<file path="config.mk">
export PLATFORM = sky130hd
export DESIGN_NAME = cdmo_channel_top
export DESIGN_NICKNAME = d
export VERILOG_FILES = /design/src/common/cdmo_pkg.sv /design/src/rtl/cdmo_addr_counter.sv /design/src/rtl/cdmo_word_counter.sv /design/src/rtl/cdmo_channel_top.sv
export SDC_FILE = /design/constraint.sdc
export NUM_CORES = 1
export LEC_CHECK = 0
export ABC_AREA = 1
export BUFFER_PORTS_ARGS = -buffer_cell sky130_fd_sc_hd__clkbuf_2
export CORE_MARGIN = 3
export CORE_UTILIZATION = 55
export DETAILED_ROUTE_END_ITERATION = 8
export PLACE_DENSITY = 0.95
export SYNTH_ARGS = -nofsm -noshare
export SYNTH_HDL_FRONTEND = slang
export SYNTH_HIERARCHICAL = 1
export SYNTH_SLANG_ARGS = --single-unit
</file>
<file path="constraint.sdc">
create_clock -name pclk -period 4.2 [get_ports pclk]
set_input_delay 0.63 -clock pclk [delete_from_list [all_inputs] [get_ports pclk]]
set_output_delay 0.63 -clock pclk [all_outputs]
set_load 0.005 [all_outputs]
</file>
<file path="src/common/cdmo_pkg.sv">
package cdmo_pkg;

  // ----------------------------------------------------------------
  // Register offsets (byte addresses)
  // ----------------------------------------------------------------
  localparam int unsigned PADDR_W = 12;
  localparam logic [11:0] OFS_ADDR = 12'h000;
  localparam logic [11:0] OFS_COUNT = 12'h004;
  localparam logic [11:0] OFS_CTRL = 12'h008;
  localparam logic [11:0] OFS_STAT = 12'h00C;
  localparam logic [11:0] OFS_MASK = 12'h010;

  // ----------------------------------------------------------------
  // Field positions and widths
  // ----------------------------------------------------------------
  localparam int unsigned COUNT_W = 14;
  localparam int unsigned CTRL_EN_BIT = 0;
  localparam int unsigned CTRL_DIR_BIT = 1;
  localparam int unsigned CTRL_IRQ_BIT = 2;
  localparam int unsigned STAT_DONE_BIT = 0;
  localparam logic DIR_SDRAM_TO_CARD = 1'b1;
  localparam logic [31:0] ADDR_STEP = 32'h0000_0004;

  // ----------------------------------------------------------------
  // Reset values
  // ----------------------------------------------------------------
  localparam logic [31:0] ADDR_RST = 32'h0000_0000;
  localparam logic [13:0] COUNT_RST = 14'h0000;
  localparam logic CTRL_BIT_RST = 1'b0;
  localparam logic STAT_RST = 1'b0;
  localparam logic MASK_RST = 1'b0;

  typedef enum logic [1:0] {ST_IDLE, ST_READ, ST_WRITE, ST_DONE} cdmo_state_type;

endpackage

</file>
<file path="src/rtl/cdmo_addr_counter.sv">
`timescale 1ns/100ps
module cdmo_addr_counter #(
  parameter int unsigned W = 32,
  parameter logic [31:0] STEP = cdmo_pkg::ADDR_STEP
) (
  input wire logic pclk,
  input wire logic presetn,
  input wire logic load,
  input wire logic [W-1:0] load_value,
  input wire logic step,
  output logic [W-1:0] value
);

  // ----------------------------------------------------------------
  // Parameter check
  // ----------------------------------------------------------------
  if (W < 2 || W > 32) begin : g_bad_width
    $error("cdmo_addr_counter: width must be 2..32");
  end

  logic [W-1:0] value_ff;

  // ----------------------------------------------------------------
  // Counter; a load beats a step
  // ----------------------------------------------------------------
  always_ff @(posedge pclk or negedge presetn) begin
    if (!presetn) begin
      value_ff <= cdmo_pkg::ADDR_RST[W-1:0];
    end else if (load) begin
      value_ff <= load_value;
    end else if (step) begin
      value_ff <= value_ff + STEP[W-1:0];
    end
  end

  assign value = value_ff;

endmodule // cdmo_addr_counter

</file>
<file path="src/rtl/cdmo_word_counter.sv">
`timescale 1ns/100ps
module cdmo_word_counter #(
  parameter int unsigned W = cdmo_pkg::COUNT_W
) (
  input wire logic pclk,
  input wire logic presetn,
  input wire logic load,
  input wire logic [W-1:0] load_value,
  input wire logic dec,
  output logic [W-1:0] value,
  output logic last
);

  // ----------------------------------------------------------------
  // Parameter check
  // ----------------------------------------------------------------
  if (W < 1 || W > 31) begin : g_bad_width
    $error("cdmo_word_counter: width must be 1..31");
  end

  logic [W-1:0] value_ff;

  // ----------------------------------------------------------------
  // Down counter; never wraps below zero
  // ----------------------------------------------------------------
  always_ff @(posedge pclk or negedge presetn) begin
    if (!presetn) begin
      value_ff <= cdmo_pkg::COUNT_RST[W-1:0];
    end else if (load) begin
      value_ff <= load_value;
    end else if (dec && value_ff != '0) begin
      value_ff <= value_ff - W'(1);
    end
  end

  assign value = value_ff;
  assign last = (value_ff == W'(1));

endmodule // cdmo_word_counter

</file>
<file path="src/rtl/cdmo_channel_top.sv">
`timescale 1ns/100ps
module cdmo_channel_top #(
  parameter int unsigned COUNT_W = cdmo_pkg::COUNT_W
) (
  input wire logic pclk,
  input wire logic presetn,
  input wire logic psel,
  input wire logic penable,
  input wire logic pwrite,
  input wire logic [11:0] paddr,
  input wire logic [31:0] pwdata,
  output logic [31:0] prdata,
  output logic pready,
  output logic pslverr,
  output logic irq,
  output logic sdram_req,
  output logic sdram_write,
  output logic [31:0] sdram_addr,
  output logic [31:0] sdram_wdata,
  input wire logic [31:0] sdram_rdata,
  input wire logic sdram_ack,
  output logic card_req,
  output logic card_write,
  output logic [31:0] card_wdata,
  input wire logic [31:0] card_rdata,
  input wire logic card_ack
);

  // ----------------------------------------------------------------
  // Parameter check
  // ----------------------------------------------------------------
  if (COUNT_W < 1 || COUNT_W > 31) begin : g_bad_count
    $error("cdmo_channel_top: COUNT_W must be 1..31");
  end

  cdmo_pkg::cdmo_state_type state_ff;
  cdmo_pkg::cdmo_state_type nxt_state;
  logic pready_ff;
  logic pslverr_ff;
  logic [31:0] prdata_ff;
  logic irq_ff;
  logic enable_ff;
  logic dir_ff;
  logic irq_req_en_ff;
  logic done_ff;
  logic mask_ff;
  logic [31:0] data_ff;
  logic sdram_req_ff;
  logic card_req_ff;
  logic rw_write_ff;
  logic [31:0] cur_addr;
  logic [COUNT_W-1:0] words_left;
  logic last_word;
  logic setup_phase;
  logic addr_hit;
  logic wr_en;
  logic idle;
  logic src_ack;
  logic dst_ack;
  logic word_done;
  logic done_event;
  logic [31:0] rd_mux;

  // ----------------------------------------------------------------
  // APB decode
  // ----------------------------------------------------------------
  assign setup_phase = psel & ~penable;
  assign wr_en = psel & penable & pready_ff & pwrite;
  assign idle = (state_ff == cdmo_pkg::ST_IDLE);
  assign addr_hit = (paddr == cdmo_pkg::OFS_ADDR) || (paddr == cdmo_pkg::OFS_COUNT) ||
                    (paddr == cdmo_pkg::OFS_CTRL) || (paddr == cdmo_pkg::OFS_STAT) ||
                    (paddr == cdmo_pkg::OFS_MASK);

  always_comb begin
    rd_mux = 32'h0000_0000;
    unique case (paddr)
      cdmo_pkg::OFS_ADDR: rd_mux = cur_addr;
      cdmo_pkg::OFS_COUNT: rd_mux[COUNT_W-1:0] = words_left;
      cdmo_pkg::OFS_CTRL: begin
        rd_mux[cdmo_pkg::CTRL_EN_BIT] = enable_ff;
        rd_mux[cdmo_pkg::CTRL_DIR_BIT] = dir_ff;
        rd_mux[cdmo_pkg::CTRL_IRQ_BIT] = irq_req_en_ff;
      end
      cdmo_pkg::OFS_STAT: rd_mux[cdmo_pkg::STAT_DONE_BIT] = done_ff;
      cdmo_pkg::OFS_MASK: rd_mux[cdmo_pkg::STAT_DONE_BIT] = mask_ff;
      default: rd_mux = 32'h0000_0000;
    endcase
  end

  // Zero wait states: the answer is prepared in the setup cycle
  always_ff @(posedge pclk or negedge presetn) begin
    if (!presetn) begin
      pready_ff <= 1'b0;
    end else begin
      pready_ff <= setup_phase;
    end
  end

  always_ff @(posedge pclk or negedge presetn) begin
    if (!presetn) begin
      pslverr_ff <= 1'b0;
    end else begin
      pslverr_ff <= setup_phase & ~addr_hit;
    end
  end

  always_ff @(posedge pclk or negedge presetn) begin
    if (!presetn) begin
      prdata_ff <= 32'h0000_0000;
    end else if (setup_phase && !pwrite) begin
      prdata_ff <= rd_mux;
    end
  end

  // ----------------------------------------------------------------
  // Control register
  // ----------------------------------------------------------------
  // enable bit, cleared by hardware at completion
  always_ff @(posedge pclk or negedge presetn) begin
    if (!presetn) begin
      enable_ff <= cdmo_pkg::CTRL_BIT_RST;
    end else if (wr_en && paddr == cdmo_pkg::OFS_CTRL) begin
      enable_ff <= pwdata[cdmo_pkg::CTRL_EN_BIT];
    end else if (done_event) begin
      enable_ff <= 1'b0;
    end
  end

  // Direction is frozen while a transfer runs so the handshake never flips side
  // direction select
  always_ff @(posedge pclk or negedge presetn) begin
    if (!presetn) begin
      dir_ff <= cdmo_pkg::CTRL_BIT_RST;
    end else if (wr_en && paddr == cdmo_pkg::OFS_CTRL && idle) begin
      dir_ff <= pwdata[cdmo_pkg::CTRL_DIR_BIT];
    end
  end

  always_ff @(posedge pclk or negedge presetn) begin
    if (!presetn) begin
      irq_req_en_ff <= cdmo_pkg::CTRL_BIT_RST;
    end else if (wr_en && paddr == cdmo_pkg::OFS_CTRL) begin
      irq_req_en_ff <= pwdata[cdmo_pkg::CTRL_IRQ_BIT];
    end
  end

  // ----------------------------------------------------------------
  // Interrupt status, mask and output
  // ----------------------------------------------------------------
  // completion sets status only when requested
  always_ff @(posedge pclk or negedge presetn) begin
    if (!presetn) begin
      done_ff <= cdmo_pkg::STAT_RST;
    end else if (done_event && irq_req_en_ff) begin
      done_ff <= 1'b1;
    end else if (wr_en && paddr == cdmo_pkg::OFS_STAT && pwdata[cdmo_pkg::STAT_DONE_BIT]) begin
      done_ff <= 1'b0;
    end
  end

  always_ff @(posedge pclk or negedge presetn) begin
    if (!presetn) begin
      mask_ff <= cdmo_pkg::MASK_RST;
    end else if (wr_en && paddr == cdmo_pkg::OFS_MASK) begin
      mask_ff <= pwdata[cdmo_pkg::STAT_DONE_BIT];
    end
  end

  always_ff @(posedge pclk or negedge presetn) begin
    if (!presetn) begin
      irq_ff <= 1'b0;
    end else begin
      irq_ff <= done_ff & mask_ff;
    end
  end

  // ----------------------------------------------------------------
  // Address and word counters
  // ----------------------------------------------------------------
  // Loads are ignored while busy; software sets up before enabling
  // full 32-bit start address load
  cdmo_addr_counter #(
    .W(32),
    .STEP(cdmo_pkg::ADDR_STEP)
  ) u_addr (
    .pclk(pclk),
    .presetn(presetn),
    .load(wr_en && paddr == cdmo_pkg::OFS_ADDR && idle),
    .load_value(pwdata),
    .step(word_done),
    .value(cur_addr)
  );

  // 14-bit size load, upper bits dropped
  cdmo_word_counter #(
    .W(COUNT_W)
  ) u_count (
    .pclk(pclk),
    .presetn(presetn),
    .load(wr_en && paddr == cdmo_pkg::OFS_COUNT && idle),
    .load_value(pwdata[COUNT_W-1:0]),
    .dec(word_done),
    .value(words_left),
    .last(last_word)
  );

  // ----------------------------------------------------------------
  // Transfer engine
  // ----------------------------------------------------------------
  assign src_ack = (dir_ff == cdmo_pkg::DIR_SDRAM_TO_CARD) ? sdram_ack : card_ack;
  assign dst_ack = (dir_ff == cdmo_pkg::DIR_SDRAM_TO_CARD) ? card_ack : sdram_ack;
  assign word_done = (state_ff == cdmo_pkg::ST_WRITE) && dst_ack;
  assign done_event = (state_ff == cdmo_pkg::ST_DONE);

  // Clearing enable stops only at a word boundary; a started handshake is finished
  always_comb begin
    nxt_state = state_ff;
    unique case (state_ff)
      cdmo_pkg::ST_IDLE: begin
        if (enable_ff) begin
          nxt_state = (words_left == '0) ? cdmo_pkg::ST_DONE : cdmo_pkg::ST_READ;
        end
      end
      cdmo_pkg::ST_READ: begin
        if (src_ack) begin
          nxt_state = cdmo_pkg::ST_WRITE;
        end
      end
      cdmo_pkg::ST_WRITE: begin
        if (dst_ack) begin
          if (last_word) begin
            nxt_state = cdmo_pkg::ST_DONE;
          end else if (!enable_ff) begin
            nxt_state = cdmo_pkg::ST_IDLE;
          end else begin
            nxt_state = cdmo_pkg::ST_READ;
          end
        end
      end
      cdmo_pkg::ST_DONE: nxt_state = cdmo_pkg::ST_IDLE;
    endcase
  end

  always_ff @(posedge pclk or negedge presetn) begin
    if (!presetn) begin
      state_ff <= cdmo_pkg::ST_IDLE;
    end else begin
      state_ff <= nxt_state;
    end
  end

  // route read and write sides by direction
  always_ff @(posedge pclk or negedge presetn) begin
    if (!presetn) begin
      sdram_req_ff <= 1'b0;
      card_req_ff <= 1'b0;
      rw_write_ff <= 1'b0;
    end else begin
      sdram_req_ff <= (nxt_state == cdmo_pkg::ST_READ && dir_ff) ||
                      (nxt_state == cdmo_pkg::ST_WRITE && !dir_ff);
      card_req_ff <= (nxt_state == cdmo_pkg::ST_READ && !dir_ff) ||
                     (nxt_state == cdmo_pkg::ST_WRITE && dir_ff);
      rw_write_ff <= (nxt_state == cdmo_pkg::ST_WRITE);
    end
  end

  always_ff @(posedge pclk or negedge presetn) begin
    if (!presetn) begin
      data_ff <= 32'h0000_0000;
    end else if (state_ff == cdmo_pkg::ST_READ && src_ack) begin
      data_ff <= dir_ff ? sdram_rdata : card_rdata;
    end
  end

  // ----------------------------------------------------------------
  // Outputs
  // ----------------------------------------------------------------
  assign prdata = prdata_ff;
  assign pready = pready_ff;
  assign pslverr = pslverr_ff;
  assign irq = irq_ff;
  assign sdram_req = sdram_req_ff;
  assign sdram_write = rw_write_ff;
  assign sdram_addr = cur_addr;
  assign sdram_wdata = data_ff;
  assign card_req = card_req_ff;
  assign card_write = rw_write_ff;
  assign card_wdata = data_ff;
endmodule // cdmo_channel_top

</file>
* Word-level counts from Yosys, hierarchy flattened
Index checks and enable logic that the tools add are counted.
** Cells by class
- Reductions and logical operators :: 34
- Equality and inequality tests :: 10
- Add/sub/neg operators :: 2
- Bitwise logic cells :: 8
- Mux-type cells :: 22
** Operators with widths (number)
- $mux W32 :: 3
- $add A32 B3 Y32 const B :: 1
- $mux W14 :: 2
- $eq A12 B4 Y1 const B :: 2
- $pmux W11 S2 :: 1
- $logic_and A1 B1 Y1 :: 18
- $mux W18 :: 1
- $eq A14 B1 Y1 const B :: 1
- $logic_not A14 Y1 :: 1
- $reduce_bool A14 Y1 :: 1
- $sub A14 B1 Y14 const B :: 1
- $eq A12 B3 Y1 const B :: 1
- $eq A12 B5 Y1 const B :: 1
- $logic_not A12 Y1 :: 1
- $mux W2 :: 5
- $pmux W2 S4 :: 1
- $reduce_bool A2 Y1 :: 4
- $mux W1 :: 7
- $and A1 B1 Y1 :: 6
- $eq A2 B2 Y1 const B :: 3
- $logic_or A1 B1 Y1 :: 6
- $pmux W2 S3 :: 1
- $pmux W1 S5 :: 1
- $eq A2 B1 Y1 const B :: 2
- other kinds (3) :: 5
** Storage, ports and cells
- Input bits :: 115
- Output and inout port bits :: 135
- Bits in registers :: 123
- Logic and storage cells :: 92

* Logic depth before layout (Yosys ltp)
Gate-level depths: netlist (run 1).
- Word-level depth :: 7
- Gate-level depth with buffers :: 13
- Mapped depth without buffers :: 13

* Cells and area by module
Netlist (run 1), hierarchy kept.
** By module, submodules not included
- cdmo_channel_top :: times used 1, area each 3997.6 sq um, cells an instance 504, seq. area each 1926.8 sq um
- cdmo_addr_counter :: times used 1, area each 2159.6 sq um, cells an instance 315, seq. area each 800.8 sq um
- cdmo_word_counter :: times used 1, area each 1092.3 sq um, cells an instance 170, seq. area each 350.3 sq um

* Least setup slack after synthesis (run 1)
Ideal clock, no wire load.
- Path kind :: input to register
- From :: input paddr[8]
- To :: register u_count.value_ff[10] (netlist: u_count/value[10])
- Arrival :: 2.187 ns
- Slack :: 1.888 ns
- Data required time :: 4.075 ns
- Stages on the path :: 12
- Setup time :: 0.125 ns
- Buffers on the path :: 4
- Path through :: nor2_1 > nand2_1 > nor2_1 > buf_4 > buf_4 > nand2_1 > nor2_1 > clkbuf_2 > clkinv_1 > clkbuf_1 > nand3_1 > nand3_1
** On the way
- Cells in the longest elaborated chain, start to end :: 4
- Elaborated cells between the ends (all ways) :: 5
- Classes of those cells :: eq/ne: 1; mux: 1; reduce/logical: 3
** Ends and longest elaborated chain
- from (decl) :: line cdmo_channel_top.sv:10 : input wire logic [11:0] paddr,
- $eq A12 B3 Y1 (*) :: line cdmo_channel_top.sv:200 : .load(wr_en && paddr == cdmo_pkg::OFS_COUNT && idle),
- $logic_and A1 B1 Y1 (*) (2 in series) :: line cdmo_channel_top.sv:200
- $mux W14 / $reduce_bool A2 Y1 (equally long branches)
- to (signal assigned) :: line cdmo_word_counter.sv:28 : value_ff <= cdmo_pkg::COUNT_RST[W-1:0];
- to (signal assigned) :: line cdmo_word_counter.sv:30 : value_ff <= load_value;
- to (signal assigned) :: line cdmo_word_counter.sv:32 : value_ff <= value_ff - W'(1);
- to (decl) :: line cdmo_word_counter.sv:21 : logic [W-1:0] value_ff;
Mark *: on every way between the ends. The rest lies on a longest branch, timed or not.
A chain may end at the register's enable or synchronous reset.

* Final worst setup path (run 1)
- From :: input paddr[1]
- To :: register u_addr.value_ff[17] (netlist: u_addr/value[17])
** On the way
- Cells in the longest elaborated chain, start to end :: 4
- Elaborated cells between the ends (all ways) :: 5
- Classes of those cells :: mux: 1; reduce/logical: 4
** Ends and longest elaborated chain
- $logic_not A12 Y1 (*) :: line cdmo_channel_top.sv:188 : .load(wr_en && paddr == cdmo_pkg::OFS_ADDR && idle),
- $logic_and A1 B1 Y1 (*) (2 in series) :: line cdmo_channel_top.sv:188
- $mux W32 / $reduce_bool A2 Y1 (equally long branches)
- to (signal assigned) :: line cdmo_addr_counter.sv:28 : value_ff <= cdmo_pkg::ADDR_RST[W-1:0];
- to (signal assigned) :: line cdmo_addr_counter.sv:30 : value_ff <= load_value;
- to (signal assigned) :: line cdmo_addr_counter.sv:32 : value_ff <= value_ff + STEP[W-1:0];
- to (decl) :: line cdmo_addr_counter.sv:21 : logic [W-1:0] value_ff;
Marks and branches as above.

==> results of run 1 <==
flip-flops by register name, summed over array words and instances (netlist names):
| signal | flops |
|---|---|
| irq_req_en_ff | 1 |
| pslverr | 1 |
| enable_ff | 1 |
| card_req | 1 |
| prdata | 32 |
| sdram_req | 1 |
| mask_ff | 1 |
| dir_ff | 1 |
| irq | 1 |
| u_count/value | 14 |
| state_ff | 2 |
| card_wdata | 32 |
| pready | 1 |
| u_addr/value | 32 |
| card_write | 1 |
| done_ff | 1 |
logic make-up (layout without fill, tap and decap cells):
group	Yosys count	after routing
AO/OA/AOI/OAI	119	119
XOR/XNOR	6	6
other	0	1
AND/OR/NAND/NOR	602	602
adder cells (fa/ha/maj)	3	3
flip-flops	123	123
buffers and inverters	136	352
power by group through the flow:
stage                     combinational [mW]  clock, mW  sequential (mW)
after floorplan                       0.0528          0             1.24
after global placement                 0.172          0             1.24
after detailed placement               0.175          0             1.24
after CTS                              0.177       1.44             1.22
after global routing                   0.194       1.49             1.23
final                                  0.175       1.43             1.22
synth_stat cells:
cell type    n
o21ai_0     31
buf_2       12
or2_2        3
a22oi_1     19
nand3_1    113
inv_2        3
nand4_1      6
o21bai_1     7
a31oi_1     33
nor2_1     106
nand3b_1     2
o21ai_2      4
clkbuf_1    14
nand2_1    331
and2_1       4
o21a_1      11
buf_4       36
nand2_4      4
a21boi_0     1
clkinv_1     2
and2_4       1
nor3_1       3
nand2_2      7
nor2_2      11
nor2_8       1
inv_1       60
a221oi_1     1
buf_1        1
buf_6        7
nand3_2      1
and2_2       1
xor2_1       6
o211ai_1     2
o21ai_1      3
ha_1         3
dfrtp_1    123
clkbuf_2     1
a21oi_1      7
nor2_4       8
worst max-delay path, cell delays in order:
cell and delay [ns]:
clkbuf_2 0.10, nor2_4 0.14, nand2_1 0.12, inv_1 0.35, nand2_1 0.44, nor2_2 0.29, buf_4 0.29, inv_2 0.11
nand2_1 0.23, inv_1 0.40, nand3_1 0.24, nand3_1 0.10
routing by layer:
layer	GRT usage	up-vias
li1	-	3600
met1	0.385	3519
met2	0.504	491
met3	0.0762	84
met4	0.149	0
met5	0	-
cells in the final DEF, fill, tap and decap left out, types with 5 or more instances in the layout:
cell	netlist	routed
o21ai_0	31	31
nand4_1	6	6
o21a_1	11	11
inv_1	60	60
clkbuf_16	0	17
a31oi_1	33	33
nand2_1	331	331
nand2_2	7	7
a21oi_1	7	7
nor2_2	11	13
nand3_1	113	113
buf_4	36	8
a22oi_1	19	19
clkbuf_2	1	248
nor2_1	106	104
dfrtp_1	123	123
xor2_1	6	6
clkinv_2	0	5
nor2_4	8	8
o21bai_1	7	7
through the flow:
stage / utilization / area, µm² / hold WS (ns) / instances
after global placement: 0.651 / 8320 / 0.467 / 1347
after global routing: 0.697 / 8900 / 0.405 / 1378
final: 0.697 / 8900 / 0.352 / 1378
after CTS: 0.697 / 8900 / 0.389 / 1377
after detailed placement: 0.651 / 8320 / 0.472 / 1347
after floorplan: - / 7250 / 0.334 / 989
area by class of cell:
type                    instances  area share
flip-flops and latches        123       0.346
well taps                     172      0.0242
diodes                          1    0.000281
multi-input cells             730       0.389
repair buffers                257       0.148
clock inverters                 8      0.0104
clock buffers                  22      0.0544
inverters                      65      0.0274
worst max-delay path by stage:
stage	slack, ns	cells past startpoint	to
after detailed placement	0.86	12	u_addr/value[14]
after floorplan	1.89	12	u_count/value[10]
after CTS	1.15	12	u_addr/value[17]
final	1.00	12	u_addr/value[17]
after global placement	1.00	12	u_addr/value[14]
after global routing	0.83	12	u_addr/value[17]
==> results.toml, run 1 <==
[layout]
syn_to_final_growth_pct = 22.8
drive_above_1_share = 0.276
fillCellCount = 974
register_area_um2 = 3080
multi_input_area_um2 = 3460
fin_nets = 1312

[critical_path]
critPathKind = "input port to flop"
rr_worst_depth = 8
rr_startpoint = "dir_ff"
path_max_fanout = 22
crit_start = "paddr[1]"
crit_required_ns = 4.48
setup.worst_path.end_class = "flop"
regToRegEndpoint = "u_addr/value[16]"
arrival_ns = 3.48
ff2ff_setup_slack_ns = 1.51
start_kind = "input port"

[pwr]
seqPwrFrac = 0.433
p_int_mw = 2.21
swShare = 0.217
p_comb_frac = 0.062
switching_power_uw = 613
leakagePower_nw = 4.63
clock_power_share = 0.505
powerDensity_nw_per_um2 = 317
peakVddDrop_mv = 0.302
power_mw = 2.83

[die]
row_count = 41
die_w_um = 121
dieArea_um2 = 14600
initial_core_util = 0.568
top_level_ports = 250
core_um2 = 12800
die_h_um = 121

[synth]
synth_xor_area_frac = 0.00725
synth_top_family_by_area = "simple AND/OR/NAND/NOR gates"
yosys.area.top_type = "dfrtp_1"
syn-num-nets = 1107
yosysWarnings = 6
syn_area_um2 = 7250
synth_fa_ha_area_frac = 0.00518
yosys-top-cells-area = "dfrtp_1, nand2_1, nand3_1, nor2_1, buf_4"
synth-simple-area-share = 0.360
seq_area_frac_synth = 0.425
synth_compound_area_frac = 0.104
synth_top_area_frac = 0.425
ys_ff_latch = 123
syn_avg_cell_area_um2 = 7.33
synthMuxAreaShare = 0
synthCells = 989
ys_types = 39

[detailed_routing]
final_antenna_net_count = 0
drcViolationCount = 0
finalWirelength_um = 22800
wl_per_cell_um = 16.5
wl_met3_um = 2180
top_layer = "met4"
drt_iter0_drc = 1146
wl_met2_um = 10900
wl_met1_um = 8660
num_vias = 7694
routed_via_density = 5.58
first_pass_iters = 6

[clock_network]
clk_pin_slew_ns = 0.05
numCtsBuffers = 17
cts_sinks = 123
cts_resized = 0
cts-root-buf = "clkbuf_16"
clk_path_buf_depth = 2
clk_latency_ns = 0.41
htreeDepth = 4
cts_tree = "yes"
post-cts-setup-buffers = 0
cts_hold_buf = 0

[placed_design]
gp_congestion = 0.960
place_ws_ns = 0.861
hpwlAfterDp_um = 16600
io_buffers = 249

[global_route]
grt_antenna_before_repair = 1
grt_pass1_vias = 7101
grt_use_total = 0.309
grt_pass1_wl_um = 35400
grt_max_degree = 77
grt-ovfl-total = 0

[timing]
tns_ns = 0
period_share = 0.761
fin_crit_ns = 3.20
hold_viol_final = 0
drv_slew = 0
setup_viol = 0
tightest_slew_ns = 1.22
rsz0062_at_grt = "no"
fmax_ghz = 0.313
fin_worst_skew_ns = 0.00611
slew_headroom = 0.184
fin_ws_ns = 1.00

[run]
max_cap_violations = 0

[worst_hold_path]
hold_path.class = "input port to asynchronous set/reset pin"

[status]
status = "completed"
(Power assumes the default switching activity.)
==> run 2, diff against run 1 <==
--- a/config.mk
+++ b/config.mk
@@ -8,9 +8,9 @@
 export ABC_AREA = 1
 export BUFFER_PORTS_ARGS = -buffer_cell sky130_fd_sc_hd__clkbuf_2
 export CORE_MARGIN = 3
-export CORE_UTILIZATION = 55
+export CORE_UTILIZATION = 51
 export DETAILED_ROUTE_END_ITERATION = 8
-export PLACE_DENSITY = 0.95
+export PLACE_DENSITY = 0.92
 export SYNTH_ARGS = -nofsm -noshare
 export SYNTH_HDL_FRONTEND = slang
 export SYNTH_HIERARCHICAL = 1
==> constraint.sdc (replaced) <==
create_clock -name pclk -period 3.05 [get_ports pclk]
set_input_delay 0.4575 -clock pclk [delete_from_list [all_inputs] [get_ports pclk]]
set_output_delay 0.4575 -clock pclk [all_outputs]
set_load 0.005 [all_outputs]
==> results.toml, run 2 (synthesis gave the netlist of run 1 again) <==
[status]
status = "completed"

[timing]
drv_slew = 0
slew_headroom = 0.193
rsz0062_at_grt = "no"
fin_worst_skew_ns = 0.00707
tns_ns = 0
hold_viol_final = 0
tightest_slew_ns = 1.21
fin_crit_ns = 2.35
setup_viol = 0
fmax_ghz = 0.425
period_share = 0.771

[die]
initial_core_util = 0.535
top_level_ports = 250
die_h_um = 125
die_w_um = 125
dieArea_um2 = 15700
core_um2 = 13600
row_count = 42

[detailed_routing]
first_pass_iters = 8
final_antenna_net_count = 0
wl_per_cell_um = 16.7
drt_iter0_drc = 846
drcViolationCount = 0
finalWirelength_um = 23300
routed_via_density = 5.57
num_vias = 7745

[critical_path]
max_stage_delay_ns = 0.37
arrival_ns = 2.65
rr_startpoint = "pready"
cp_slowest_cell = "dfrtp_1"
regToRegEndpoint = "u_addr/value[19]"
critPathTopFamily = "simple AND/OR/NAND/NOR gates"
endpoint = "u_addr/value[19]"
crit_start = "pready"
setup.worst_path.end_class = "flop"
start_kind = "flop"
cp.depth = 9
critPathKind = "flop to flop"
ff2ff_setup_slack_ns = 0.70
path_buf_inv = 3
crit_chain = "nand4_1 > nor3_1 > inv_1 > nor2_2 > inv_2 > nand2_1 > inv_1 > nand3_1 > nand2_1"
crit_required_ns = 3.35
path_max_fanout = 22
rr_worst_depth = 9

[clock_network]
htreeDepth = 4
post-cts-setup-buffers = 0
numCtsBuffers = 17
clk_pin_slew_ns = 0.05
cts_hold_buf = 0
cts_sinks = 123
cts_resized = 0
cts_tree = "yes"
clk_latency_ns = 0.41
cts-root-buf = "clkbuf_16"
clk_path_buf_depth = 2

[pwr]
clock_power_share = 0.497
power_mw = 3.84
swShare = 0.222
p_int_mw = 2.99
peakVddDrop_mv = 0.396
switching_power_uw = 853
p_comb_frac = 0.064
powerDensity_nw_per_um2 = 430
leakagePower_nw = 4.64
seqPwrFrac = 0.439

[layout]
syn_to_final_growth_pct = 23.1
layout.cells.non_filler = 1390
diodes = 0
layout.cells.most_common_list = "nand2_1, clkbuf_2, dfrtp_1, nand3_1, nor2_1"
fillCellCount = 1148
register_area_um2 = 3080
final_common_cell = "nand2_1"
drive_above_1_share = 0.278
multi_input_area_um2 = 3460
fin_nets = 1320

[worst_hold_path]
hold_path.class = "input port to asynchronous set/reset pin"

[placed_design]
dp.cells = 1359
gp_congestion = 0.916
hpwlAfterDp_um = 17200
io_buffers = 249

[run]
max_cap_violations = 0

[global_route]
grt_pass1_vias = 7282
grt_pass1_wl_um = 37300
grt-ovfl-total = 0
grt_antenna_before_repair = 0
grt_use_total = 0.296
grt_max_degree = 78
==> run 2: changes by cell type in the layout (fill, tap and decap cells not counted) <==
cell	delta
clkbuf_1	+4
diode_2	-1
clkbuf_8	-3
buf_12	-1
clkinvlp_4	+1
clkinv_2	-1
buf_4	+9
==> run 2: worst register-to-register path, stage by stage (launching register included) <==
cell	delay, ns
dfrtp_1	0.37
nand4_1	0.22
nor3_1	0.30
inv_1	0.13
nor2_2	0.23
inv_2	0.11
nand2_1	0.21
inv_1	0.38
nand3_1	0.23
nand2_1	0.07
==> run 2: final cells by class <==
cell class / instances / area share
well taps: 176 / 0.0247
repair buffers: 265 / 0.153
inverters: 65 / 0.0273
clock buffers: 23 / 0.0513
flip-flops and latches: 123 / 0.345
multi-input cells: 730 / 0.388
clock inverters: 8 / 0.0107
==> run 2: per-stage QoR <==
stage	util	cell area, µm²	worst slack, ns	hold WS, ns
final	0.658	8930	0.698	0.209
after global routing	0.658	8930	0.393	0.235
after CTS	0.658	8930	0.740	0.224
after detailed placement	0.618	8370	0.522	0.475
after global placement	0.618	8370	0.605	0.467
after floorplan	-	7250	0.911	0.162
==> run 2: routing by layer <==
layer	global-route usage	up-vias	routed length, µm
met3	0.0725	76	2220
met5	0	-	0
met4	0.118	0	916
li1	-	3610	-
met2	0.492	484	11200
met1	0.373	3575	8900
==> run 2: worst min-delay path by stage <==
| stage | startpoint | to | slack, ns | cells past startpoint |
|---|---|---|---|---|
| 2_1_floorplan | presetn | card_req | 0.16 | 0 |
| 3_3_place_gp | prdata[30] | prdata[30] | 0.47 | 2 |
| 3_5_place_dp | prdata[1] | prdata[1] | 0.48 | 2 |
| 4_1_cts | penable | pready | 0.22 | 2 |
| 5_1_grt | penable | pready | 0.23 | 2 |
| 6_report | presetn | card_wdata[23] | 0.21 | 1 |
==> run 2: power groups by stage <==
stage | clock (mW) | sequential (mW) | combinational, mW
after floorplan | 0 | 1.71 | 0.0727
after global placement | 0 | 1.71 | 0.243
after detailed placement | 0 | 1.71 | 0.246
after CTS | 1.93 | 1.68 | 0.248
after global routing | 2.02 | 1.69 | 0.272
final | 1.91 | 1.68 | 0.246
